**config.mk**
```make
export PLATFORM = sky130hd
export DESIGN_NAME = module_reset_sequencer
export DESIGN_NICKNAME = d
export VERILOG_FILES = /design/src/logic/module_reset_sequencer_pkg.sv /design/src/logic/module_settings_mem.sv /design/src/logic/module_reset_sequencer.sv
export VERILOG_INCLUDE_DIRS = /design/src /design/src/logic
export SDC_FILE = /design/constraint.sdc
export NUM_CORES = 1
export LEC_CHECK = 0
export BUFFER_PORTS_ARGS = -buffer_cell sky130_fd_sc_hd__buf_2
export CORE_MARGIN = 8
export CORE_UTILIZATION = 40
export DETAILED_ROUTE_END_ITERATION = 8
export PLACE_DENSITY = 0.59
export SLEW_MARGIN = 15
export SYNTH_ARGS = -nofsm -noshare
export SYNTH_HDL_FRONTEND = slang
export SYNTH_SLANG_ARGS = --single-unit
```
**constraint.sdc**
```tcl
create_clock -name clk_sys_in -period 2.3 [get_ports clk_sys_in]
set_clock_uncertainty 0.15 [all_clocks]
set_input_delay 0.46 -clock clk_sys_in [delete_from_list [all_inputs] [get_ports clk_sys_in]]
set_output_delay 0.46 -clock clk_sys_in [all_outputs]
set_load 0.02 [all_outputs]
```
**src/logic/module_reset_sequencer_consts.svh**
```systemverilog
`ifndef MODULE_RESET_SEQUENCER_CONSTS_SVH
`define MODULE_RESET_SEQUENCER_CONSTS_SVH

// ****************************************
// sizes
// ****************************************
`define MRS_ID_W         4                 // swappable module index width
`define MRS_DEPTH        16                // settings entries, one per module
`define MRS_DUR_W        8                 // reset length field, holds length minus one
`define MRS_CNT_W        3                 // width of the settle counter

// ****************************************
// timing and power-on values
// ****************************************
`define MRS_FETCH_DELAY  3'h6              // cycles from reset release to settings fetch
`define MRS_POR_HIGH     1'b1              // polarity chosen when the core was generated
`define MRS_DUR_ZERO     8'h00             // counter expiry value
`define MRS_CNT_ZERO     3'h0              // settle counter start value
`define MRS_CNT_ONE      3'h1              // settle counter step
`define MRS_ID_ZERO      4'h0              // neutral module index at reset

`endif

```
**src/logic/module_reset_sequencer_pkg.sv**
```systemverilog
package module_reset_sequencer_pkg;
`include "module_reset_sequencer_consts.svh"

  // ****************************************
  // per-module stored settings
  // ****************************************
  typedef struct packed {
    logic                  reset_en;     // reset output used for this module
    logic                  active_high;  // asserted level of the reset output
    logic                  sw_bringup;   // software handshake before reset
    logic [`MRS_DUR_W-1:0] dur_m1;       // reset length minus one (1..256 cycles)
  } module_settings_t;

  // ****************************************
  // sequencer states
  // ****************************************
  typedef enum logic [2:0] {
    ST_SETTLE  = 3'b000,                 // waiting after reset release
    ST_IDLE    = 3'b001,                 // active or shutdown, nothing running
    ST_LOADING = 3'b010,                 // isolated, module being loaded
    ST_FETCH   = 3'b011,                 // settings read issued
    ST_DECIDE  = 3'b100,                 // settings available
    ST_SW_WAIT = 3'b101,                 // waiting for continue command
    ST_RELEASE = 3'b110,                 // isolation dropped this cycle
    ST_RESET   = 3'b111                  // reset held asserted
  } seq_state_t;

endpackage : module_reset_sequencer_pkg

```
**src/logic/module_settings_mem.sv**
```systemverilog
`timescale 1ns/1ps
`include "module_reset_sequencer_consts.svh"

// ****************************************
// settings store, registered read data
// ****************************************
module module_settings_mem
  import module_reset_sequencer_pkg::*;
(
  input  wire logic                 clk_sys_in,  // controller clock
  input  wire logic                 we_in,       // write strobe
  input  wire logic [`MRS_ID_W-1:0] waddr_in,    // write index
  input  module_settings_t          wdata_in,    // write data
  input  wire logic                 re_in,       // read strobe
  input  wire logic [`MRS_ID_W-1:0] raddr_in,    // read index
  output module_settings_t          rdata_out    // read data, one cycle after re_in
);

  module_settings_t mem_q [`MRS_DEPTH];          // storage, no reset so a restart keeps it
  module_settings_t rdata_q;                     // read register

  // write port and registered read
  always_ff @(posedge clk_sys_in) begin
    if (we_in) begin
      mem_q[waddr_in] <= wdata_in;
    end
    if (re_in) begin
      rdata_q <= mem_q[raddr_in];
    end
  end

  assign rdata_out = rdata_q;

endmodule : module_settings_mem

```
**src/logic/module_reset_sequencer.sv**
```systemverilog
// Function
// - per-module reset enable, polarity and length
// - reset after load when enabled
// - reset after restart if full, enabled, not skipped
// - shutdown lets control interfaces drive reset
// - software handshake completes before reset
// - otherwise deasserted; restart reloads the generated deasserted level
// - reset asserts cycle after isolation release
// - skip option keeps reset off after restart
// - power-on level from generated polarity
// - settings fetched six cycles after release
// - generated polarity used until fetch completes
// - isolation held from shutdown end to bringup
`timescale 1ns/1ps
`include "module_reset_sequencer_consts.svh"

module module_reset_sequencer
  import module_reset_sequencer_pkg::*;
(
  input  wire logic                 clk_sys_in,             // controller clock, 50 MHz
  input  wire logic                 rst_in,                 // async restart, active high
  input  wire logic                 socket_full_in,         // a module is resident
  input  wire logic [`MRS_ID_W-1:0] resident_id_in,         // resident module index
  input  wire logic                 skip_bringup_in,        // skip bringup after restart
  input  wire logic                 shutdown_in,            // manager in shutdown state
  input  wire logic                 load_start_in,          // shutdown steps done, pulse
  input  wire logic                 load_done_in,           // module loaded, pulse
  input  wire logic [`MRS_ID_W-1:0] load_id_in,             // index of loaded module
  input  wire logic                 proceed_in,             // continue command, pulse
  input  wire logic                 ctl_a_we_in,            // register interface write
  input  wire logic                 ctl_a_reset_in,         // its reset value
  input  wire logic                 ctl_b_we_in,            // stream interface write
  input  wire logic                 ctl_b_reset_in,         // its reset value
  input  wire logic                 cfg_we_in,              // settings write strobe
  input  wire logic [`MRS_ID_W-1:0] cfg_id_in,              // settings index
  input  module_settings_t          cfg_data_in,            // settings value
  output logic                      module_reset_out,       // reset to the module
  output logic                      module_isolate_out,     // isolation control
  output logic                      sw_bringup_request_out, // software bringup request
  output logic                      busy_out                // sequence in progress
);

  // ****************************************
  // state
  // ****************************************
  seq_state_t              state_q, state_d;      // sequencer state
  logic [`MRS_CNT_W-1:0]   settle_q, settle_d;    // cycles since release
  logic [`MRS_DUR_W-1:0]   dur_q, dur_d;          // reset cycles left
  logic [`MRS_ID_W-1:0]    id_q, id_d;            // module being handled
  logic                    restart_q, restart_d;  // sequence came from a restart
  logic                    pol_q, pol_d;          // asserted level in use
  logic                    direct_q, direct_d;    // shutdown direct reset value
  logic                    iso_q, iso_d;          // isolation register
  logic                    lvl_q, lvl_d;          // reset pin level
  logic                    req_q, req_d;          // bringup request register
  logic                    act_d;                 // reset asserted next cycle
  logic                    rd_en;                 // settings read strobe
  module_settings_t        set_rd;                // settings read data

  // ****************************************
  // settings memory
  // ****************************************
  module_settings_mem u_mem (
    .clk_sys_in (clk_sys_in),
    .we_in      (cfg_we_in),
    .waddr_in   (cfg_id_in),
    .wdata_in   (cfg_data_in),
    .re_in      (rd_en),
    .raddr_in   (id_q),
    .rdata_out  (set_rd)
  );

  // ****************************************
  // next-state logic
  // ****************************************
  always_comb begin
    state_d   = state_q;
    settle_d  = settle_q;
    dur_d     = dur_q;
    id_d      = id_q;
    restart_d = restart_q;
    pol_d     = pol_q;
    direct_d  = direct_q;
    iso_d     = iso_q;
    rd_en     = 1'b0;
    case (state_q)
      // hold generated polarity until the fetch lands
      ST_SETTLE: begin
        id_d      = resident_id_in;
        restart_d = 1'b1;
        settle_d  = settle_q + `MRS_CNT_ONE;
        if (settle_q == `MRS_FETCH_DELAY - `MRS_CNT_ONE - `MRS_CNT_ONE) begin
          state_d = ST_FETCH;
        end
      end
      ST_IDLE: begin
        if (shutdown_in) begin
          // either control interface steers the pin; isolation keeps its value
          if (ctl_a_we_in) begin
            direct_d = ctl_a_reset_in;
          end else if (ctl_b_we_in) begin
            direct_d = ctl_b_reset_in;
          end
        end else begin
          direct_d = 1'b0;
          iso_d    = ~socket_full_in;
          if (load_start_in) begin
            iso_d   = 1'b1;
            state_d = ST_LOADING;
          end
        end
      end
      ST_LOADING: begin
        if (load_done_in) begin
          id_d      = load_id_in;
          restart_d = 1'b0;
          state_d   = ST_FETCH;
        end
      end
      ST_FETCH: begin
        rd_en   = 1'b1;
        state_d = ST_DECIDE;
      end
      ST_DECIDE: begin
        pol_d = set_rd.active_high;
        dur_d = set_rd.dur_m1;
        if (restart_q) begin
          // restart: only a full, enabled, non-skipped socket is reset
          if (!socket_full_in || !set_rd.reset_en || skip_bringup_in) begin
            state_d = ST_IDLE;
          end else if (set_rd.sw_bringup) begin
            state_d = ST_SW_WAIT;
          end else begin
            state_d = ST_RESET;
          end
        end else if (set_rd.sw_bringup) begin
          state_d = ST_SW_WAIT;
        end else begin
          state_d = ST_RELEASE;
        end
      end
      ST_SW_WAIT: begin
        // no time limit on software
        if (proceed_in) begin
          state_d = restart_q ? ST_RESET : ST_RELEASE;
        end
      end
      ST_RELEASE: begin
        iso_d = 1'b0;
        if (set_rd.reset_en) begin
          state_d = ST_RESET;
        end else begin
          state_d = ST_IDLE;
        end
      end
      ST_RESET: begin
        if (dur_q == `MRS_DUR_ZERO) begin
          state_d = ST_IDLE;
        end else begin
          dur_d = dur_q - {{(`MRS_DUR_W-1){1'b0}}, 1'b1};
        end
      end
      default: begin
        state_d = ST_IDLE;
      end
    endcase
    // asserted only in the three cases, deasserted level otherwise;
    // the pin follows the registered state, so it asserts one cycle after
    // isolation drops and an edge-sensitive module sees a deasserted cycle first
    act_d = (state_q == ST_RESET) ||
            ((state_q == ST_IDLE) && shutdown_in && direct_q);
    lvl_d = act_d ? pol_d : ~pol_d;
    req_d = (state_d == ST_SW_WAIT);
  end

  // ****************************************
  // registers
  // ****************************************
  // a restart reloads the generated deasserted level; with unedited
  // settings this equals the level already on the pin
  always_ff @(posedge clk_sys_in or posedge rst_in) begin
    if (rst_in) begin
      state_q   <= ST_SETTLE;
      settle_q  <= `MRS_CNT_ZERO;
      dur_q     <= `MRS_DUR_ZERO;
      id_q      <= `MRS_ID_ZERO;
      restart_q <= 1'b1;
      pol_q     <= `MRS_POR_HIGH;
      direct_q  <= 1'b0;
      iso_q     <= 1'b0;
      lvl_q     <= ~`MRS_POR_HIGH;
      req_q     <= 1'b0;
    end else begin
      state_q   <= state_d;
      settle_q  <= settle_d;
      dur_q     <= dur_d;
      id_q      <= id_d;
      restart_q <= restart_d;
      pol_q     <= pol_d;
      direct_q  <= direct_d;
      iso_q     <= iso_d;
      lvl_q     <= lvl_d;
      req_q     <= req_d;
    end
  end

  assign module_reset_out       = lvl_q;
  assign module_isolate_out     = iso_q;
  assign sw_bringup_request_out = req_q;
  assign busy_out               = (state_q != ST_IDLE);
endmodule : module_reset_sequencer

```
* Word-level counts from Yosys, hierarchy flattened
Memories as Yosys holds them, arrays and structs flattened. A register that Yosys moved wholly into a read port is not among the register bits. Cells that the tools add are included.
Storage, ports and cells: register bits 24, bits in writable memories 176, memories kept 1
Memories:
- u_mem.mem_q | words 16, width 11, read ports 1, clocked after Yosys merged registers in 1, write ports 1, RTL line module_settings_mem.sv:19 | module_settings_t mem_q [`MRS_DEPTH];
Cells by class: add/sub/neg operators 2, equal/unequal tests 14, multiplexer cells 30, bitwise operators 2, reductions and logical operators 16
Operator list (number):
- two-way mux 3 bit | 9
- case mux 3 bit (8 select lines) | 1
- equality test 3 bit (second input constant) | 6
- case mux 8 bit (2 select lines) | 1
- two-way mux 1 bit | 12
- logical NOT 8 bit | 1
- two-way mux 8 bit | 1
- case mux 4 bit (2 select lines) | 1
- AND reduction 2 bit | 4
- subtractor 8 x 1 -> 8 bit (second input constant) | 1
- equality test 3 x 2 -> 1 bit (second input constant) | 2
- inequality test 2 bit (second input constant) | 3
- inequality test 3 x 1 -> 1 bit (second input constant) | 2
- nonzero test 2 bit | 3
- two-way mux 2 bit | 2
- two-way mux 4 bit | 1
- case mux 1 bit (2 select lines) | 2
- adder 3 x 1 -> 3 bit (second input constant) | 1
- equality test 3 x 1 -> 1 bit (second input constant) | 1
- logical NOT 3 bit | 1
- logical OR 1 bit | 3
- logical AND 1 bit | 2
- logical NOT 1 bit | 2
- NOT 1 bit | 2

* Logic depth before layout (Yosys ltp)
Gate-level depths: netlist of run 1.
word-level depth 7, depth in mapped cells 6, gate-level depth less buffers 6

* Cells and area by module
From an unflattened synthesis of run 1, not the netlist that was laid out.
Unflattened totals: cell total of the unflattened synthesis 470, area, all modules 8584.5 µm²
By module, submodules not included:
- module_settings_mem | instances 1, cells each 305, area each 7108.1 µm², seq. area each 5615.4 µm²
- module_reset_sequencer | instances 1, cells each 165, area each 1476.4 µm², seq. area each 603.1 µm²

* Worst setup path before layout of run 1
OpenSTA, ideal clock, no wires.
kind input-to-reg, start point input port cfg_id_in[2], end point memory u_mem.mem_q[0][0] in the netlist's numbering, enable pin, arrival time 1.771 ns, data required time 1.757 ns, path slack -0.014 ns, cell stages on the path 2, path buffers 0, cells stage by stage or3b_2 > nor3_1
RTL lines:
- start, declared | RTL line module_reset_sequencer.sv:35 | input wire logic [`MRS_ID_W-1:0] cfg_id_in,
- end, declared | RTL line module_settings_mem.sv:19
No word-level cell before the write port.

* Worst setup path in the final report of run 1
start point register state_q[1], end point output port busy_out
On the way: longest elaborated chain between the ends 1
Ends and longest elaborated chain:
- start, declared | RTL line module_reset_sequencer.sv:46 | seq_state_t state_q, state_d;
- start signal, assigned | RTL line module_reset_sequencer.sv:194 | state_q <= state_d;
- inequality test 3 x 1 -> 1 bit | RTL line module_reset_sequencer.sv:210 | assign busy_out = (state_q != ST_IDLE);
- end, declared | RTL line module_reset_sequencer.sv:40 | output logic busy_out
Every way passes these cells.

==> results of run 1 <==
## cell usage in the layout, fill, tap and decap left out, types with 3 or more instances in the layout
cell type,n
o21ai_0,9
or3_1,3
buf_12,3
nor2b_1,3
nand2b_1,3
buf_2,39
clkbuf_1,8
ha_1,3
a31oi_1,3
inv_1,8
clkbuf_16,23
dfrtp_2,4
xnor2_1,3
clkbuf_8,3
dfrtp_1,18
mux4_2,44
nor2_1,26
a22oi_1,24
o211ai_1,3
edfxtp_1,187
nand3_1,3
nor3_1,7
buf_4,29
nor3_2,3
o22a_1,3
o22ai_1,5
nand3b_1,4
nand2_1,28
a21oi_1,11
## sequential cells by signal, indices dropped and copies added (netlist names), 3 cells and up
register	flops
u_mem.mem_q	176
u_mem.rdata_out	11
dur_q	8
id_q	4
settle_q	3
state_q	3
## worst max-delay path: stages, from the launching register on
cell and delay, ns:
dfrtp_2 0.44, nand2b_4 0.16, or2_2 0.31, buf_2 0.17
## final cells by class
type / instances / area [um2] / share of cell area
clock inverter: 6 / 35.0 / 0.00356
timing repair buffer: 73 / 488 / 0.0496
multi-input combinational: 218 / 2060 / 0.210
sequential: 211 / 6220 / 0.633
clock buffer: 34 / 647 / 0.0658
tap: 275 / 344 / 0.0350
inverter: 8 / 30.0 / 0.00305
## timing repair
item | CTS | global route
cloned | 0 | 0
hold endpoints to repair | 8 | 0
setup endpoints to repair | 1 | 1
gates resized for setup | 1 | 2
buffers inserted | 0 | 4
hold buffers | 1 | 0
## per-stage QoR
step                setup slack [ns]  std cells
finish                         0.126        825
CTS                          0.00530        821
global placement               0.170        780
detailed placement             0.163        780
floorplan                      0.212        459
global route                  0.0537        825
## power breakdown
part	switching [W]	total (W)	internal (W)
sequential	0.000295	0.00488	0.00459
clock	0.00139	0.00333	0.00194
combinational	0.00154	0.00295	0.00141
## cell families (layout without fill, tap and decap cells)
family	after synthesis	in the layout
flops	211	211
compound gates	67	67
buf+inv	30	121
mux	46	46
xor+xnor	3	3
simple gates	99	99
fa+ha+maj	3	3
## per-layer routing
layer | part of all wire | vias to the layer above | wire length (um) | global-route usage
li1 | - | 2007 | - | -
met1 | 0.44 | 2324 | 8110 | 0.191
met2 | 0.49 | 116 | 9060 | 0.236
met3 | 0.059 | 29 | 1110 | 0.0307
met4 | 0.017 | 4 | 325 | 0.0324
met5 | 0.0010 | - | 19 | 0
## path summary, 6_finish.rpt
path / from / endpoint / slack (ns)
max: state_q[1]$_DFF_PP0_ / busy_out / 0.13
max in group asynchronous: rst_in / restart_q$_DFFE_PP1P_ / 1.02
min: shutdown_in / direct_q$_DFFE_PP0P_ / 0.09
min reg2reg: settle_q[2]$_DFFE_PP0P_ / settle_q[2]$_DFFE_PP0P_ / 0.33
min in group asynchronous: rst_in / module_isolate_out$_DFFE_PP0P_ / 0.33
max reg2reg: id_q[0]$_DFFE_PP0P_ / u_mem.rdata_out[5]$_DFFE_PP_ / 0.16
==> flow_summary.toml, run 1 <==
[worst_hold_path]
whs_path_depth = 2
hp-class = "input port to register"

[clock_tree]
clk_pin_slew_ns = 0.06
cts_tree = "done"
clkLatencyLatePin_ns = 0.51
numCtsBuffers = 23
clockBufferDepth = 3
htree_levels = 1
root_buffer = "clkbuf_16"
cts_sinks = 211

[synth]
synth-edff-count = 187
ys_seq_area_frac = 0.740
yosys.area_share.xor_xnor = 0.00313
synth_commonest_cells = "edfxtp_1, mux4_2, nand2_1, nor2_1, a22oi_1"
synth_compound_area_frac = 0.0541
syn_inst = 459
synth_top_family_by_area = "multiplexers"
synth_async_sr_flop_share = 0.114
yosysTopAreaCellShare = 0.669
synth_fp_nets = 498
synthAdderAreaFrac = 0.00447
synth_area_mm2 = 0.00840
yosys_warnings = 0
synth.distinct_cells = 50
synthFlopType = "edfxtp_1"
yosysTopAreaCell = "edfxtp_1"
avgSynthCellArea_um2 = 18.3
synth_area_leaders = "edfxtp_1, mux4_2, dfrtp_1, a22oi_1, nand2_1"
synth_seq_cells = 211
synth_simple_gate_area_frac = 0.0615
synthMuxAreaShare = 0.121
synth_most_common_cell = "edfxtp_1"

[finish]
diodes = 0
fin_util = 0.472
layout.nets = 574
final_cell_area_mm2 = 0.00983
areaGrowthSynthToFinish_pct = 17.1
drive_above_1_share = 0.296
fillers = 1782

[critical_path]
reg2reg_depth = 4
crit_type = "register to output port"
worstPathMaxFanout = 6
critPathArrivalTime_ns = 1.56
cp_data_required_time_ns = 1.69
end_kind = "output port"
cp-start-kind = "register"

[floorplanning]
row_count = 53
coreArea_mm2 = 0.0208
die_w_um = 161
initial_core_util = 0.403
fp.dieH_um = 161
fp.dieArea_mm2 = 0.0259
ios = 40

[job]
maxCapViolCount = 0

[sta]
rsz0062_at_grt = "false"
tightest_slew_ns = 1.02
hold_violations = 0
max-slew-margin-rel = 0.315
period_share = 0.945
final-setup-viol-count = 0
drv_slew = 0
fin_setup_tns_ns = 0
fmax_mhz = 460
hold_ws_ns = 0.0890
layout_min_cycle_time_ns = 2.17

[drt]
first_iter_violations = 348
ant_nets = 0
viasPerCell = 5.43
via_count = 4480
wirelength_um = 18600
wire_per_inst_um = 22.6
drc = 0
drt-pass1-iter-count = 5

[power]
total_power_w = 0.0112
vdd_drop_max_uv = 550
p_leak_nw = 3.35
power.density_mw_per_mm2 = 1130

[grt]
gr-total-overflow = 0
grt_pass1_wl_um = 28500
grt_max_degree = 33
grt_usage = 0.143
grt_antenna_before_repair = 2
grt_pass1_vias = 4781

[placed_design]
place_area_mm2 = 0.00910
place_hpwl_um = 11400
gp_congestion = 0.795
io_buffers = 39

[run_status]
status = "completed"
Note: power is estimated with default switching activity, not from simulation.
==> run 2, diff against run 1 <==
--- a/config.mk
+++ b/config.mk
@@ -9,6 +9,8 @@
 export BUFFER_PORTS_ARGS = -buffer_cell sky130_fd_sc_hd__buf_2
 export CORE_MARGIN = 8
 export CORE_UTILIZATION = 40
+export CTS_BUF_LIST = sky130_fd_sc_hd__clkbuf_4 sky130_fd_sc_hd__clkbuf_8
+export CTS_CLUSTER_SIZE = 30
 export DETAILED_ROUTE_END_ITERATION = 8
 export PLACE_DENSITY = 0.59
 export SLEW_MARGIN = 15
==> flow_summary.toml, run 2 (synthesis results as in run 1) <==
[run_status]
status = "completed"

[critical_path]
cp_data_required_time_ns = 1.69
setup.worst_path.start = "state_q[1]$_DFF_PP0_"
reg2reg_depth = 4
end_kind = "output port"
cp-start-kind = "register"
r2r-start = "id_q[0]$_DFFE_PP0P_"
r2r_slack_ns = 0.20
critPathArrivalTime_ns = 1.57
worstPathMaxFanout = 4
crit_slowest_cell = "dfrtp_2"
crit_type = "register to output port"
r2r_end = "u_mem.rdata_out[5]$_DFFE_PP_"
crit_path_cell_trace = "nand2b_1 > or2_2 > buf_2"
cpPeakStageDelay_ns = 0.40
path_delay_family = "simple AND/OR/NAND/NOR gates"
crit_buf_inv = 1

[placed_design]
gp_congestion = 0.795
place_hpwl_um = 11400
io_buffers = 39
place_area_mm2 = 0.00910

[sta]
max-slew-margin-rel = 0.308
fin_setup_tns_ns = 0
tightest_slew_ns = 1.03
final-setup-viol-count = 0
fmax_mhz = 459
hold_ws_ns = 0.0916
drv_slew = 0
layout_min_cycle_time_ns = 2.18
hold_violations = 0
rsz0062_at_grt = "false"
period_share = 0.948

[clock_tree]
clockBufferDepth = 3
clk_pin_slew_ns = 0.05
cts_sinks = 211
cts_tree = "done"
clkLatencyLatePin_ns = 0.51
numCtsBuffers = 35
htree_levels = 2
root_buffer = "clkbuf_8"

[drt]
first_iter_violations = 320
drt-pass1-iter-count = 4
wirelength_um = 18500
wire_per_inst_um = 22.1
drc = 0
via_count = 4573
viasPerCell = 5.45
ant_nets = 0

[grt]
gr-total-overflow = 0
grt_antenna_before_repair = 2
grt_max_degree = 33
grt_usage = 0.145
grt_pass1_wl_um = 28800
grt_pass1_vias = 4950

[power]
seq_power_share = 0.452
total_power_w = 0.0108
p_switching_w = 0.00321
power.density_mw_per_mm2 = 1110
vdd_drop_max_uv = 430
p_sw_frac = 0.298
p_leak_nw = 3.34
p_clk_frac = 0.278
p_int_w = 0.00758
power_frac_comb = 0.270

[finish]
final_cell_mix = "edfxtp_1, mux4_2, buf_2, clkbuf_8, nand2_1"
areaGrowthSynthToFinish_pct = 16.0
final_cell_area_mm2 = 0.00975
layout.nets = 583
final_common_cell = "edfxtp_1"
diodes = 0
fin_util = 0.468
regMostFlops = "u_mem.mem_q"
largest_reg_flops = 176
drive_above_1_share = 0.319

[floorplanning]
initial_core_util = 0.403
fp.dieH_um = 161
coreArea_mm2 = 0.0208
ios = 40
die_w_um = 161
row_count = 53
fp.dieArea_mm2 = 0.0259

[worst_hold_path]
whs_path_depth = 2
min-delay-start = "shutdown_in"
hp-class = "input port to register"
whs_endpoint = "direct_q$_DFFE_PP0P_"

[job]
maxCapViolCount = 0
## run 2: changes by cell type in the layout (fill, tap and decap cells not counted)
cell,change
clkbuf_1,-8
clkbuf_4,+10
clkinv_1,+4
inv_4,-1
clkbuf_2,-1
clkbuf_8,+33
nand2b_1,+1
nand2b_4,-1
clkbuf_16,-23
clkinv_2,+2
buf_4,-2
## run 2: layout make-up
class / instances / area, um2
tap: 275 / 344
clock buffer: 46 / 571
fill: 1782 / 11100
multi-input combinational: 218 / 2060
sequential: 211 / 6220
clock inverter: 11 / 53.8
inverter: 8 / 30.0
timing repair buffer: 70 / 468
## run 2: repair_timing
action / in CTS / in global routing
buffers inserted: 1 / 0
endpoints found under the hold margin: 8 / 0
hold buffers: 1 / 0
setup endpoints to repair: 1 / 1
resized for setup: 1 / 1
## run 2: routing by layer
layer | track usage | wire length, um | share of wire | vias to the layer above
li1 | - | - | - | 2028
met1 | 0.191 | 8260 | 0.45 | 2382
met2 | 0.234 | 8810 | 0.48 | 122
met3 | 0.0335 | 1070 | 0.058 | 37
met4 | 0.0471 | 385 | 0.021 | 4
met5 | 0 | 19 | 0.0010 | -
## run 2: worst max path at each step
stage,to,slack (ns),cells after the start
global route,busy_out,0.02,3
CTS,busy_out,0.03,2
floorplan,u_mem.rdata_out[0]$_DFFE_PP_,0.21,3
finish,busy_out,0.12,3
global placement,u_mem.rdata_out[5]$_DFFE_PP_,0.17,4
detailed placement,u_mem.rdata_out[5]$_DFFE_PP_,0.16,4
## run 2: power by group through the flow
| stage | clock [W] | combinational (W) | sequential, W |
|---|---|---|---|
| finish | 0.00300 | 0.00292 | 0.00487 |
| global route | 0.00324 | 0.00320 | 0.00491 |
| CTS | 0.00309 | 0.00297 | 0.00486 |
| detailed placement | 0 | 0.00293 | 0.00495 |
| global placement | 0 | 0.00288 | 0.00494 |
| floorplan | 0 | 0.00213 | 0.00483 |
## run 2: worst register-to-register path, stage by stage, from the launching register on
cell and delay [ns]:
dfrtp_2 0.42, buf_12 0.26, mux4_2 0.55, a22oi_1 0.35, nand2_1 0.10
## run 2: metrics by stage
stage | cells | setup slack [ns]
after global placement | 780 | 0.170
after detailed placement | 780 | 0.163
after floorplan | 459 | 0.212
after global routing | 839 | 0.0164
after CTS | 839 | 0.0255
final | 839 | 0.120
